### src/inc/pcc_regs.svh
// register offsets, field positions, reset values and rate limits of the clock control block
`ifndef PCC_REGS_SVH
`define PCC_REGS_SVH

`define PCC_NREGS         8
`define PCC_AW            7
`define PCC_DW            9
`define PCC_A_FRAC_LO     7'h00
`define PCC_A_FRAC_MID    7'h01
`define PCC_A_INT_FRAC    7'h02
`define PCC_A_CTRL        7'h03
`define PCC_B_FRAC_LO     7'h04
`define PCC_B_FRAC_MID    7'h05
`define PCC_B_INT_FRAC    7'h06
`define PCC_B_CTRL_PINS   7'h07
`define PCC_BANK_STRIDE   4

`define PCC_INPUT_HALVER  0
`define PCC_POST_HALVER   1
`define PCC_DIV_CODE      4:3
`define PCC_MCLK_SRC      6:5
`define PCC_GENERAL_CLOCK_OUTPUT_PIN_SRC    8:7
`define PCC_INT_MULT      7:4
`define PCC_FRAC_HI       3:0

`define PCC_RST_FRAC_LO   9'h121
`define PCC_RST_FRAC_MID  9'h17e
`define PCC_RST_INT_FRAC  9'h07d
`define PCC_RST_A_CTRL    9'h010
`define PCC_RST_B_CTRL    9'h190

`define PCC_SRC_NONE      2'h0
`define PCC_SRC_FIRST     2'h1
`define PCC_SRC_SECOND    2'h2
`define PCC_SRC_OSC       2'h3

`define PCC_DIV_UNUSED    5'h00
`define PCC_DIV_TWO       5'h02
`define PCC_DIV_FOUR      5'h04
`define PCC_DIV_EIGHT     5'h08
`define PCC_DIV_TWELVE    5'h0c

`define PCC_HIGH_MIN      17'h15516
`define PCC_HIGH_MAX      17'h17ac0
`define PCC_MID_MIN       17'h0aa8b
`define PCC_MID_MAX       17'h0bd60
`define PCC_LOW_MIN       17'h07bc0
`define PCC_LOW_MAX       17'h07e40

`endif

### src/inc/pcc_pkg.sv
// types shared by the clock control block
package pcc_pkg;
    typedef enum logic [1:0] {
        PCC_RATE_NONE = 2'h0,
        PCC_RATE_HIGH = 2'h1,
        PCC_RATE_MID  = 2'h3,
        PCC_RATE_LOW  = 2'h2
    } pcc_rate_t;

    typedef struct packed {
        logic        input_halver;
        logic [3:0]  int_mult;
        logic [21:0] frac_mult;
        logic [4:0]  divide;
    } pcc_pll_cfg_t;

    typedef struct packed {
        logic       wr;
        logic [6:0] addr;
        logic [8:0] wdata;
    } pcc_reg_req_t;

    typedef struct packed {
        logic [7:0][8:0] regs;
        logic            hw_mode;
        pcc_rate_t       rate;
        logic [8:0]      rdata;
    } pcc_state_t;
endpackage : pcc_pkg

### src/rtl/pcc_clock_ctrl.sv
// pll programming, clock pin selection and receive-mode clocking control
//
// Behaviour
// - both plls share one field layout
// - user divider 2/4/8/12, doubled by post halver
// - input halver divides oscillator by two
// - master pin: input, first, second, oscillator
// - clock out: off, first, second, oscillator
// - receiver drives first pll multipliers while receiving
// - incoming rate picks one of three modes
// - receive mode ignores second divider; first pll takes second halver
// - receive mode post halver picks 256fs or 128fs
// - second pll resets to 12MHz receive values
// - hardware mode locks registers, loads defaults
// - hardware mode forces receive mode automatically
// - hardware mode keeps master clock at 256fs
// - hardware mode keeps master pin an input
`timescale 1ns/1ps
`include "pcc_regs.svh"

module pcc_clock_ctrl
    import pcc_pkg::*;
(
    input  wire logic         i_mclk,
    input  wire logic         i_reset,
    input  wire logic         i_hw_mode,
    input  wire pcc_reg_req_t i_reg_req,
    output logic [8:0]        o_reg_rdata,
    input  wire logic         i_first_pll_power_down,
    input  wire logic         i_second_pll_power_down,
    input  wire logic         i_receiver_power_down,
    input  wire logic         i_transceiver_power_down,
    input  wire logic [3:0]   i_rx_integer_mult,
    input  wire logic [21:0]  i_rx_fraction_mult,
    input  wire logic [16:0]  i_rx_rate_hz,
    input  wire logic         i_oscillator_clock,
    input  wire logic         i_first_pll_clock,
    input  wire logic         i_second_pll_clock,
    output logic              o_receive_mode,
    output pcc_rate_t         o_rx_rate_mode,
    output logic              o_first_pll_enable,
    output logic              o_second_pll_enable,
    output pcc_pll_cfg_t      o_first_pll_cfg,
    output pcc_pll_cfg_t      o_second_pll_cfg,
    output logic              o_master_clk_pin_out,
    output logic              o_master_clk_pin_oe_n,
    output logic              o_general_clock_output_pin,
    output logic              o_general_clock_output_pin_oe_n
);

    // ---------------------------------------------------------------
    // helpers
    // ---------------------------------------------------------------
    function automatic logic [4:0] user_divide(input logic [1:0] code, input logic post);
        logic [4:0] base;
        unique case (code)
            2'h0: base = `PCC_DIV_TWO;
            2'h1: base = `PCC_DIV_FOUR;
            2'h2: base = `PCC_DIV_EIGHT;
            2'h3: base = `PCC_DIV_TWELVE;
        endcase
        return post ? {base[3:0], 1'b0} : base;
    endfunction : user_divide

    // same layout for both banks, picked by bank base offset
    function automatic pcc_pll_cfg_t user_cfg(input logic [7:0][8:0] rf, input int bank);
        pcc_pll_cfg_t c;
        logic [8:0]   lo;
        logic [8:0]   mid;
        logic [8:0]   hi;
        logic [8:0]   ct;
        lo  = rf[bank];
        mid = rf[bank + 1];
        hi  = rf[bank + 2];
        ct  = rf[bank + 3];
        c.input_halver = ct[`PCC_INPUT_HALVER];
        c.int_mult     = hi[`PCC_INT_MULT];
        c.frac_mult    = {hi[`PCC_FRAC_HI], mid, lo};
        c.divide       = user_divide(ct[`PCC_DIV_CODE], ct[`PCC_POST_HALVER]);
        return c;
    endfunction : user_cfg

    function automatic pcc_rate_t classify(input logic [16:0] hz);
        if (hz >= `PCC_HIGH_MIN && hz <= `PCC_HIGH_MAX) begin
            return PCC_RATE_HIGH;
        end else if (hz >= `PCC_MID_MIN && hz <= `PCC_MID_MAX) begin
            return PCC_RATE_MID;
        end else if (hz >= `PCC_LOW_MIN && hz <= `PCC_LOW_MAX) begin
            return PCC_RATE_LOW;
        end
        return PCC_RATE_NONE;
    endfunction : classify

    // ---------------------------------------------------------------
    // state
    // ---------------------------------------------------------------
    pcc_state_t   st_r;
    pcc_state_t   st_nxt;
    logic         rx_mode;
    logic [1:0]   mclk_src;
    logic [1:0]   general_clock_output_pin_src;
    logic         post_a;
    logic [4:0]   base_256;
    pcc_pll_cfg_t cfg_a;
    pcc_pll_cfg_t cfg_b;

    always_comb begin
        st_nxt       = st_r;
        st_nxt.rate  = rx_mode ? classify(i_rx_rate_hz) : PCC_RATE_NONE;
        st_nxt.rdata = '0;
        // registers answer nothing while the pins own the clocking
        if (!st_r.hw_mode && i_reg_req.addr < `PCC_AW'(`PCC_NREGS)) begin
            st_nxt.rdata = st_r.regs[i_reg_req.addr[2:0]];
            if (i_reg_req.wr) begin
                st_nxt.regs[i_reg_req.addr[2:0]] = i_reg_req.wdata;
            end
        end
        if (i_reset) begin
            st_nxt.regs[`PCC_A_FRAC_LO]   = `PCC_RST_FRAC_LO;
            st_nxt.regs[`PCC_A_FRAC_MID]  = `PCC_RST_FRAC_MID;
            st_nxt.regs[`PCC_A_INT_FRAC]  = `PCC_RST_INT_FRAC;
            st_nxt.regs[`PCC_A_CTRL]      = `PCC_RST_A_CTRL;
            st_nxt.regs[`PCC_B_FRAC_LO]   = `PCC_RST_FRAC_LO;
            st_nxt.regs[`PCC_B_FRAC_MID]  = `PCC_RST_FRAC_MID;
            st_nxt.regs[`PCC_B_INT_FRAC]  = `PCC_RST_INT_FRAC;
            st_nxt.regs[`PCC_B_CTRL_PINS] = `PCC_RST_B_CTRL;
            st_nxt.hw_mode                = i_hw_mode;
            st_nxt.rate                   = PCC_RATE_NONE;
            st_nxt.rdata                  = '0;
        end
    end

    always_ff @(posedge i_mclk) begin
        st_r <= st_nxt;
    end

    // ---------------------------------------------------------------
    // pll settings
    // ---------------------------------------------------------------
    // hardware mode runs the receiver regardless of power-down inputs
    assign rx_mode = st_r.hw_mode ||
                     (!i_receiver_power_down && !i_transceiver_power_down);
    assign post_a  = st_r.hw_mode ? 1'b0 : st_r.regs[`PCC_A_CTRL][`PCC_POST_HALVER];

    // f2 near 98.3MHz: /4 gives 256fs at 96k, /8 at 48k, /12 at 32k
    always_comb begin
        unique case (st_r.rate)
            PCC_RATE_HIGH: base_256 = `PCC_DIV_FOUR;
            PCC_RATE_MID:  base_256 = `PCC_DIV_EIGHT;
            PCC_RATE_LOW:  base_256 = `PCC_DIV_TWELVE;
            PCC_RATE_NONE: base_256 = `PCC_DIV_EIGHT;
        endcase
    end

    always_comb begin
        cfg_a = user_cfg(st_r.regs, `PCC_A_FRAC_LO);
        cfg_b = user_cfg(st_r.regs, `PCC_B_FRAC_LO);
        if (rx_mode) begin
            cfg_a.int_mult     = i_rx_integer_mult;
            cfg_a.frac_mult    = i_rx_fraction_mult;
            cfg_a.input_halver = cfg_b.input_halver;
            // 128fs is half the clock, so the post halver doubles the divide
            cfg_a.divide       = post_a ? {base_256[3:0], 1'b0} : base_256;
            cfg_b.divide       = `PCC_DIV_UNUSED;
        end
    end

    // ---------------------------------------------------------------
    // outputs
    // ---------------------------------------------------------------
    assign mclk_src   = st_r.hw_mode ? `PCC_SRC_NONE
                                     : st_r.regs[`PCC_B_CTRL_PINS][`PCC_MCLK_SRC];
    assign general_clock_output_pin_src = st_r.regs[`PCC_B_CTRL_PINS][`PCC_GENERAL_CLOCK_OUTPUT_PIN_SRC];

    // clocks pass through a plain mux; glitch-free switching relies on power-down
    always_comb begin
        unique case (mclk_src)
            `PCC_SRC_NONE:   o_master_clk_pin_out = 1'b0;
            `PCC_SRC_FIRST:  o_master_clk_pin_out = i_first_pll_clock;
            `PCC_SRC_SECOND: o_master_clk_pin_out = i_second_pll_clock;
            `PCC_SRC_OSC:    o_master_clk_pin_out = i_oscillator_clock;
        endcase
        unique case (general_clock_output_pin_src)
            `PCC_SRC_NONE:   o_general_clock_output_pin = 1'b0;
            `PCC_SRC_FIRST:  o_general_clock_output_pin = i_first_pll_clock;
            `PCC_SRC_SECOND: o_general_clock_output_pin = i_second_pll_clock;
            `PCC_SRC_OSC:    o_general_clock_output_pin = i_oscillator_clock;
        endcase
    end

    assign o_master_clk_pin_oe_n           = (mclk_src == `PCC_SRC_NONE);
    assign o_general_clock_output_pin_oe_n = (general_clock_output_pin_src == `PCC_SRC_NONE);
    assign o_reg_rdata                     = st_r.rdata;
    assign o_receive_mode                  = rx_mode;
    assign o_rx_rate_mode                  = st_r.rate;
    assign o_first_pll_enable  = st_r.hw_mode || !i_first_pll_power_down;
    assign o_second_pll_enable = st_r.hw_mode || !i_second_pll_power_down;
    assign o_first_pll_cfg     = cfg_a;
    assign o_second_pll_cfg    = cfg_b;
endmodule : pcc_clock_ctrl

### config.mk
export PLATFORM = sky130hd
export DESIGN_NAME = pcc_clock_ctrl
export DESIGN_NICKNAME = d
export VERILOG_FILES = /design/src/inc/pcc_pkg.sv /design/src/rtl/pcc_clock_ctrl.sv
export VERILOG_INCLUDE_DIRS = /design/src /design/src/inc
export SDC_FILE = /design/constraint.sdc
export NUM_CORES = 1
export LEC_CHECK = 0
export BUFFER_PORTS_ARGS = -buffer_cell sky130_fd_sc_hd__buf_2
export CORE_ASPECT_RATIO = 0.9
export CORE_MARGIN = 4
export CORE_UTILIZATION = 45
export DETAILED_ROUTE_END_ITERATION = 7
export PLACE_DENSITY = 0.72
export SYNTH_ARGS = -nofsm -noshare
export SYNTH_HDL_FRONTEND = slang
export SYNTH_SLANG_ARGS = --single-unit
export TNS_END_PERCENT = 20
### constraint.sdc
create_clock -name i_mclk -period 5.8 [get_ports i_mclk]
set_input_delay 1.16 -clock i_mclk [delete_from_list [all_inputs] [get_ports i_mclk]]
set_output_delay 1.16 -clock i_mclk [all_outputs]
set_load 0.005 [all_outputs]
==> impl_metrics.yaml, run 1 <==
outcome:
  status: "finished, final reports clean"
setup_path:
  path_max_fanout: 34
  worst_setup_path_start_kind: "primary input"
  critPathKind: "in -> out"
  crit_path_end_kind: "output pin"
  cp_data_arrival_time_ns: 3.35
  required_ns: 4.64
place:
  port_buffers: 149
  place_area_sq_mm: 0.00520
  gp_congestion: 0.826
  pre_cts_ws_ns: 1.25
  hpwl_um: 9600
grt:
  grt_pass1_wl_um: 21400
  grt_pass1_vias: 4096
  track_usage_pct: 22.1
  grt-ovfl-total: 0
  grt_antenna_before_repair: 0
  grt_max_degree: 42
timing:
  setup_violations: 0
  slew_headroom_pct: 31.3
  tightest_slew_ns: 1.02
  hold_violations: 0
  max_freq_mhz: 222
  skew_ns: 0.00533
  rsz0062_at_grt: "false"
  worst_slack_ns: 1.29
  fin_crit_sh_pct: 77.8
  tns_ns: 0
  drv_slew: 0
  fin_crit_ns: 4.51
clock_network:
  clock-root-buffer: "clkbuf_16"
  cts_made_buffers: 9
  clockBufferDepth: 2
  cts_tree: "done"
  postCtsSetupBuffers: 0
  clk_pin_slew_ns: 0.06
  htreeDepth: 3
  postCtsHoldBufs: 0
  clock_sinks: 84
  cts-resized-gates: 0
  clk_latency_ns: 0.33
detailed_routing:
  finalWirelength_um: 13500
  detail-route-antenna-nets: 0
  via_per_inst: 5.53
  route.detailed.drc: 0
  dr.pass1.iters: 4
  vias: 4282
  drtIter0Drc: 194
  wl_per_cell_um: 17.4
power:
  comb_power_share_pct: 12.2
  seqPwrFrac_pct: 45.5
  p_int_mw: 0.959
  pwr-share-clk_pct: 42.3
  ir_worst_vdd_uv: 111
  power_per_cell_area_mw_per_mm2: 234
  p_switching_mw: 0.323
  switching_share_pct: 25.2
  leakage_nw: 2.37
yosys:
  synth_simple_gate_area_share_pct: 25.0
  syn_area_per_cell_sq_um: 8.52
  synth-compound-area-share_pct: 12.5
  synth_top_family_by_area: "simple AND/OR/NAND/NOR gates"
  synth_area_sq_mm: 0.00474
  postSynthCellCount: 557
  ys_ff_latch: 84
  synthXorXnorAreaFrac_pct: 0
  synth_cell_types: 54
  synth-main-ff-cell: "dfxtp_1"
  synth-edff-count: 1
  async_flop_share_pct: 0
  ys_seq_area_share_pct: 35.7
  synth_warnings: 0
  synth.area.mux_share_pct: 15.6
  synth-adder-area-share_pct: 0.264
floorplanning:
  num_rows: 35
  start_util_pct: 46.3
  core_area_sq_mm: 0.0102
  fp.dieW_um: 116
  die_area_sq_mm: 0.0122
  die_y_um: 105
  io_pins: 152
layout:
  area_growth_pct: 15.6
  finalInstanceArea_sq_mm: 0.00548
  nNetsFinal: 712
  drive_above_1_share_pct: 30.0
  antenna_cells: 0
  final_cell_mix: "buf_2 (149), nand2_1 (123), dfxtp_1 (83)"
  final_common_cell: "buf_2"
run:
  drv_cap: 0
worst_hold_path:
  hold_path_class: "reg -> reg"
[cell usage after synthesis (2+ instances only)]
| cell | count | share of area [%] |
|---|---|---|
| dfxtp_1 | 83 | 35 |
| or3_1 | 2 | 0.26 |
| nand2_1 | 123 | 9.7 |
| mux2_2 | 2 | 0.47 |
| o21ai_0 | 16 | 1.7 |
| inv_1 | 10 | 0.79 |
| and3_1 | 3 | 0.40 |
| buf_4 | 42 | 6.6 |
| clkbuf_1 | 23 | 1.8 |
| nand3_1 | 12 | 1.3 |
| nand3b_1 | 8 | 1.3 |
| nor3_1 | 3 | 0.32 |
| clkbuf_2 | 4 | 0.42 |
| mux2i_1 | 31 | 6.5 |
| buf_2 | 7 | 0.74 |
| buf_1 | 2 | 0.16 |
| nor4_1 | 3 | 0.40 |
| or4bb_1 | 2 | 0.47 |
| mux4_2 | 18 | 8.5 |
| nand2b_1 | 2 | 0.26 |
| nor2b_1 | 22 | 2.9 |
| nor3b_1 | 2 | 0.32 |
| nand4_1 | 2 | 0.26 |
| a21o_1 | 3 | 0.47 |
| a21oi_1 | 23 | 2.4 |
| a211oi_1 | 5 | 0.79 |
| a211o_1 | 30 | 5.5 |
| nor2_1 | 48 | 3.8 |
[per-stage QoR]
step	instances	util (%)	hold slack [ns]	power, mW
3_5_place_dp	759	50.8	0.459	0.752
6_report	775	53.5	0.466	1.28
3_3_place_gp	759	50.8	0.450	0.748
2_1_floorplan	558	-	0.442	0.683
4_1_cts	775	53.5	0.467	1.29
5_1_grt	775	53.5	0.498	1.34
[layer usage]
metal  global-route usage, %  vias up  routed length, um
met4                    6.21        0                170
met3                    3.67       15                937
met1                    29.9     2045               5900
met5                       0        -                  0
met2                    36.4      164               6470
li1                        -     2058                  -
[kinds of logic (layout without fill, tap and decap cells)]
logic type,Yosys count,after routing
simple gates,244,244
buf+inv,90,178
compound gates,86,86
flops,84,84
mux,51,51
fa+ha+maj,1,1
other cells,1,2
[sequential cells by signal (all words and copies together), names as in the netlist]
| register | flops |
|---|---|
| general_clock_output_pin_src | 2 |
| o_reg_rdata | 9 |
| o_rx_rate_mode | 2 |
| o_second_pll_cfg | 27 |
| st_r | 44 |
[layout make-up]
| class | count | area (sq um) |
|---|---|---|
| multi-input combinational | 384 | 2550 |
| timing repair buffer | 151 | 761 |
| clock inverter | 3 | 21.3 |
| inverter | 11 | 41.3 |
| clock buffer | 13 | 260 |
| tap | 129 | 161 |
| fill | 979 | 4760 |
| sequential | 84 | 1690 |
[worst paths after layout]
path / cells after the start / slack (ns) / end / start
max reg2reg: 3 / 3.18 / st_r[36] / st_r[11]
min: 2 / 0.47 / o_second_pll_cfg[12] / o_second_pll_cfg[12]
min reg2reg: 2 / 0.47 / o_second_pll_cfg[12] / o_second_pll_cfg[12]
max: 8 / 1.29 / o_first_pll_cfg[2] / i_transceiver_power_down
[power by group through the flow]
stage,sequential [mW],clock [mW],combinational [mW]
after global placement,0.596,0,0.152
after detailed placement,0.596,0,0.156
final,0.583,0.542,0.156
after global routing,0.584,0.581,0.171
after floorplan,0.594,0,0.0894
after CTS,0.584,0.547,0.156
[worst max-delay path, stage by stage]
cell and delay [ns]:
buf_2 0.07, nor2_1 0.06, nor2_2 0.07, buf_4 0.37, clkinv_1 0.92, o21ai_0 0.43
o21ai_0 0.11, buf_2 0.14
No activity file was read; power rests on OpenSTA's default activity.
==> inputs of run 2 (changes only) <==
clock period = 4.2 ns   (was 5.8 ns; I/O delays follow)
==> run 2 against run 1 <==
Compared with the run above: total power rose by 39%; global-route usage fell by 0.72 points; utilization rose by 0.32 points; sequential power rose by 38%; count of clock-buffer cells in the layout fell by 2; critical endpoint unchanged; wire length fell by 1.3%; critical path depth fell by 1.
==> impl_metrics.yaml, run 2 (synthesis gave the netlist of run 1 again) <==
outcome:
  status: "finished, final reports clean"
detailed_routing:
  wl_per_cell_um: 17.1
  finalWirelength_um: 13300
  drtIter0Drc: 357
  via_per_inst: 5.55
  dr.pass1.iters: 5
  route.detailed.drc: 0
  detail-route-antenna-nets: 0
  vias: 4327
clock_network:
  cts_made_buffers: 9
  postCtsHoldBufs: 0
  clock-root-buffer: "clkbuf_16"
  postCtsSetupBuffers: 0
  clock_sinks: 84
  clk_pin_slew_ns: 0.06
  cts-resized-gates: 0
  htreeDepth: 3
  clk_latency_ns: 0.33
  cts_tree: "done"
  clockBufferDepth: 2
floorplanning:
  start_util_pct: 46.3
  core_area_sq_mm: 0.0102
  die_area_sq_mm: 0.0122
  num_rows: 35
  die_y_um: 105
  fp.dieW_um: 116
  io_pins: 152
power:
  power_per_cell_area_mw_per_mm2: 322
  leakage_nw: 2.39
  ir_worst_vdd_uv: 184
layout:
  area_growth_pct: 16.3
  drive_above_1_share_pct: 30.7
  nNetsFinal: 715
  largest_register: "st_r"
  fin_util_pct: 53.8
  final_cell_mix: "buf_2 (149), nand2_1 (123), dfxtp_1 (83)"
  largest_register_ffs: 44
  fin_cells: 779
  final_common_cell: "buf_2"
  finalInstanceArea_sq_mm: 0.00552
place:
  place_area_sq_mm: 0.00522
  pre_cts_ws_ns: 1.02
  hpwl_um: 9450
  port_buffers: 149
  dp.cells: 762
  gp_congestion: 0.798
grt:
  use_met2_pct: 34.3
  grt_antenna_before_repair: 0
  grt_pass1_wl_um: 20900
  grt_max_degree: 76
  grt.met3_usage_pct: 5.17
  grt-ovfl-total: 0
  busiest_layer: "met2"
  grtUsageMet1_pct: 29.1
  track_usage_pct: 21.4
  grt_pass1_vias: 4054
timing:
  max_freq_mhz: 325
  rsz0062_at_grt: "false"
  drv_slew: 0
  tns_ns: 0
  tightest_slew_ns: 0.808
  fin_crit_ns: 3.08
  worst_slack_ns: 1.12
  hold_violations: 0
  fin_crit_sh_pct: 73.4
  slew_headroom_pct: 46.2
  skew_ns: 0.00507
  setup_violations: 0
run:
  drv_cap: 0
setup_path:
  critPathKind: "reg -> out"
  required_ns: 3.36
  worst_setup_path_start_kind: "flop"
  path_max_fanout: 23
  r2r_cells: 4
  cp_data_arrival_time_ns: 2.24
  crit_path_end_kind: "output pin"
worst_hold_path:
  hold_path_class: "reg -> reg"
  min_path_cells: 2
==> run 2: changes by cell type in the layout (fill, tap and decap cells not counted) <==
| cell | change |
|---|---|
| buf_4 | +3 |
| clkbuf_1 | -2 |
| clkinvlp_4 | +2 |
| diode_2 | +1 |
==> run 2: worst paths after layout <==
kind	startpoint	slack, ns	endpoint
min	o_second_pll_cfg[11]	0.47	o_second_pll_cfg[11]
max reg2reg	st_r[11]	1.92	o_second_pll_cfg[19]
min reg2reg	o_second_pll_cfg[11]	0.47	o_second_pll_cfg[11]
max	st_r[11]	1.12	o_first_pll_cfg[2]
==> run 2: critical path, cell delays in order (launching register included) <==
cell and delay [ns]:
edfxtp_1 0.58, nor2_2 0.20, clkinv_1 0.34, buf_4 0.36, nand2_1 0.09, o21ai_0 0.07
o21ai_0 0.13, buf_2 0.13
==> run 2: report_power, final <==
group / leakage (nW) / internal, mW / total (mW) / switching, mW
Sequential: 0.680 / 0.801 / 0.806 / 0.00433
Combinational: 1.57 / 0.0902 / 0.216 / 0.126
Clock: 0.134 / 0.433 / 0.756 / 0.323
==> run 2: through the flow <==
step / hold WS [ns] / power (mW)
floorplan: 0.442 / 0.944
global placement: 0.449 / 1.03
detailed placement: 0.461 / 1.04
CTS: 0.472 / 1.79
global route: 0.496 / 1.85
finish: 0.468 / 1.78
==> run 2: layout make-up <==
class / instances / area [sq um]
fillers: 979 / 4730
diodes: 1 / 2.50
flip-flops and latches: 84 / 1690
clock buffers: 11 / 253
multi-input cells: 384 / 2550
clock inverters: 5 / 36.3
inverters: 11 / 41.3
repair buffers: 154 / 783
well taps: 129 / 161
==> run 2: layer usage <==
metal	vias to the layer above	share of wire (%)	routed length, um
met5	-	0	0
met4	0	1.2	155
met3	17	8.7	1160
met2	198	47	6210
met1	2053	43	5780
li1	2059	-	-
==> inputs of run 3 (changes only) <==
clock period = 3.1 ns   (was 4.2 ns; I/O delays follow)
==> run 3 against run 2 <==
Compared with the run above: critical path depth is 1 lower; die area stayed put; clock power is 42% higher; count of clock-buffer cells in the layout is 1 higher; setup slack worse by 0.60 ns; combinational power is 40% higher; critical endpoint is now o_first_pll_cfg[21]; non-clock buffer count is 10 higher; final area is 1.7% higher; wire length is 1.7% higher; sequential share of layout area is 0.51 points lower; critical path type unchanged.
==> impl_metrics.yaml, run 3 (synthesis gave the netlist of run 1 again) <==
setup_path:
  worstSetupEndpoint: "o_first_pll_cfg[21]"
  crit_path_end_kind: "output pin"
  reg2reg_slack_ns: 0.92
  path_max_fanout: 20
  worstSetupStartpoint: "st_r[11]"
  r2r-end: "st_r[26]"
  r2r-start: "st_r[11]"
  r2r_cells: 5
  required_ns: 2.48
  worst_setup_path_start_kind: "flop"
  critPathKind: "reg -> out"
  cp_data_arrival_time_ns: 1.96
layout:
  largest_register: "st_r"
  largest_register_ffs: 44
  nNetsFinal: 725
  area_growth_pct: 18.2
  final_common_cell: "buf_2"
  fin_util_pct: 54.7
  fin_cells: 788
  drive_above_1_share_pct: 31.4
  final_cell_mix: "buf_2 (149), nand2_1 (123), dfxtp_1 (83)"
  antenna_cells: 0
grt:
  track_usage_pct: 21.5
  grt_pass1_wl_um: 20900
  grt_antenna_before_repair: 0
  grt_pass1_vias: 4047
  grt-ovfl-total: 0
  grt_max_degree: 76
clock_network:
  cts-resized-gates: 0
  clk_latency_ns: 0.34
  clock_sinks: 84
  postCtsHoldBufs: 0
  clock-root-buffer: "clkbuf_16"
  clockBufferDepth: 2
  htreeDepth: 3
  clk_pin_slew_ns: 0.07
  postCtsSetupBuffers: 0
  cts_tree: "done"
  cts_made_buffers: 9
floorplanning:
  die_area_sq_mm: 0.0122
  start_util_pct: 46.3
  io_pins: 152
  die_y_um: 105
  num_rows: 35
  fp.dieW_um: 116
  core_area_sq_mm: 0.0102
detailed_routing:
  wl_per_cell_um: 17.2
  dr.pass1.iters: 5
  via_per_inst: 5.48
  route.detailed.drc: 0
  drtIter0Drc: 289
  finalWirelength_um: 13500
  vias: 4317
  detail-route-antenna-nets: 0
power:
  p_switching_mw: 0.604
  leakage_nw: 2.45
  ir_worst_vdd_uv: 276
  comb_power_share_pct: 12.3
  p_int_mw: 1.86
  seqPwrFrac_pct: 44.2
  pwr-share-clk_pct: 43.5
  power_per_cell_area_mw_per_mm2: 439
  switching_share_pct: 24.5
place:
  pre_cts_ws_ns: 0.297
  port_buffers: 149
  dp.cells: 772
  gp_congestion: 0.781
  hpwl_um: 9760
timing:
  tns_ns: 0
  hold_violations: 0
  setup_violations: 0
  worst_slack_ns: 0.519
  rsz0062_at_grt: "false"
  drv_slew: 0
  slew_headroom_pct: 50.1
  skew_ns: 0.00864
  fin_crit_sh_pct: 83.3
  tightest_slew_ns: 0.749
  max_freq_mhz: 387
  fin_crit_ns: 2.58
run:
  drv_cap: 0
worst_hold_path:
  hold_path_class: "in -> reg"
  min_path_cells: 1
outcome:
  status: "finished, final reports clean"
-- run 3: cell count changes in the layout (fill, tap and decap cells not counted) --
| cell | previous run | this run |
|---|---|---|
| buf_4 | 5 | 14 |
| diode_2 | 1 | 0 |
| bufinv_16 | 0 | 1 |
| clkbuf_1 | 0 | 2 |
| buf_12 | 0 | 1 |
| clkbuf_8 | 2 | 1 |
| clkinvlp_4 | 3 | 2 |
| clkinv_4 | 1 | 0 |
-- run 3: worst min-delay path by stage --
stage,to,from
finish,st_r[11],i_hw_mode
detailed placement,o_second_pll_cfg[9],o_second_pll_cfg[9]
CTS,st_r[11],i_hw_mode
floorplan,o_second_pll_cfg[11],o_second_pll_cfg[11]
global placement,o_second_pll_cfg[9],o_second_pll_cfg[9]
global route,st_r[11],i_hw_mode
-- run 3: area by class of cell --
type	instances	area, sq um
clock buffers	12	246
multi-input cells	384	2550
clock inverters	4	50.0
flip-flops and latches	84	1690
inverters	11	41.3
well taps	129	161
fillers	965	4640
repair buffers	164	871
-- run 3: metal layers --
metal | vias to the layer above | GRT usage [%] | part of all wire (%)
li1 | 2076 | - | -
met1 | 2067 | 28.8 | 43
met2 | 160 | 35.2 | 49
met3 | 14 | 4.94 | 7.0
met4 | 0 | 4.72 | 1.1
met5 | - | 0 | 0
-- run 3: power groups by stage --
stage | Sequential, mW | Clock, mW | Combinational [mW]
2_1_floorplan | 1.11 | 0 | 0.167
3_3_place_gp | 1.11 | 0 | 0.294
3_5_place_dp | 1.11 | 0 | 0.300
4_1_cts | 1.09 | 1.08 | 0.302
5_1_grt | 1.09 | 1.12 | 0.334
6_report | 1.09 | 1.07 | 0.302
-- run 3: per-stage QoR --
step	power [mW]	hold WS [ns]	instance area [sq um]
3_5_place_dp	1.41	0.460	5310
4_1_cts	2.47	0.457	5610
3_3_place_gp	1.41	0.452	5310
6_report	2.46	0.461	5610
5_1_grt	2.55	0.453	5610
2_1_floorplan	1.28	0.442	4750
-- run 3: worst max-delay path, cell delays in order, from the launching register on --
cell and delay [ns]:
edfxtp_1 0.48, nor2_2 0.17, clkinv_1 0.38, buf_12 0.32
nand2_1 0.09, nand2_1 0.06, buf_2 0.12
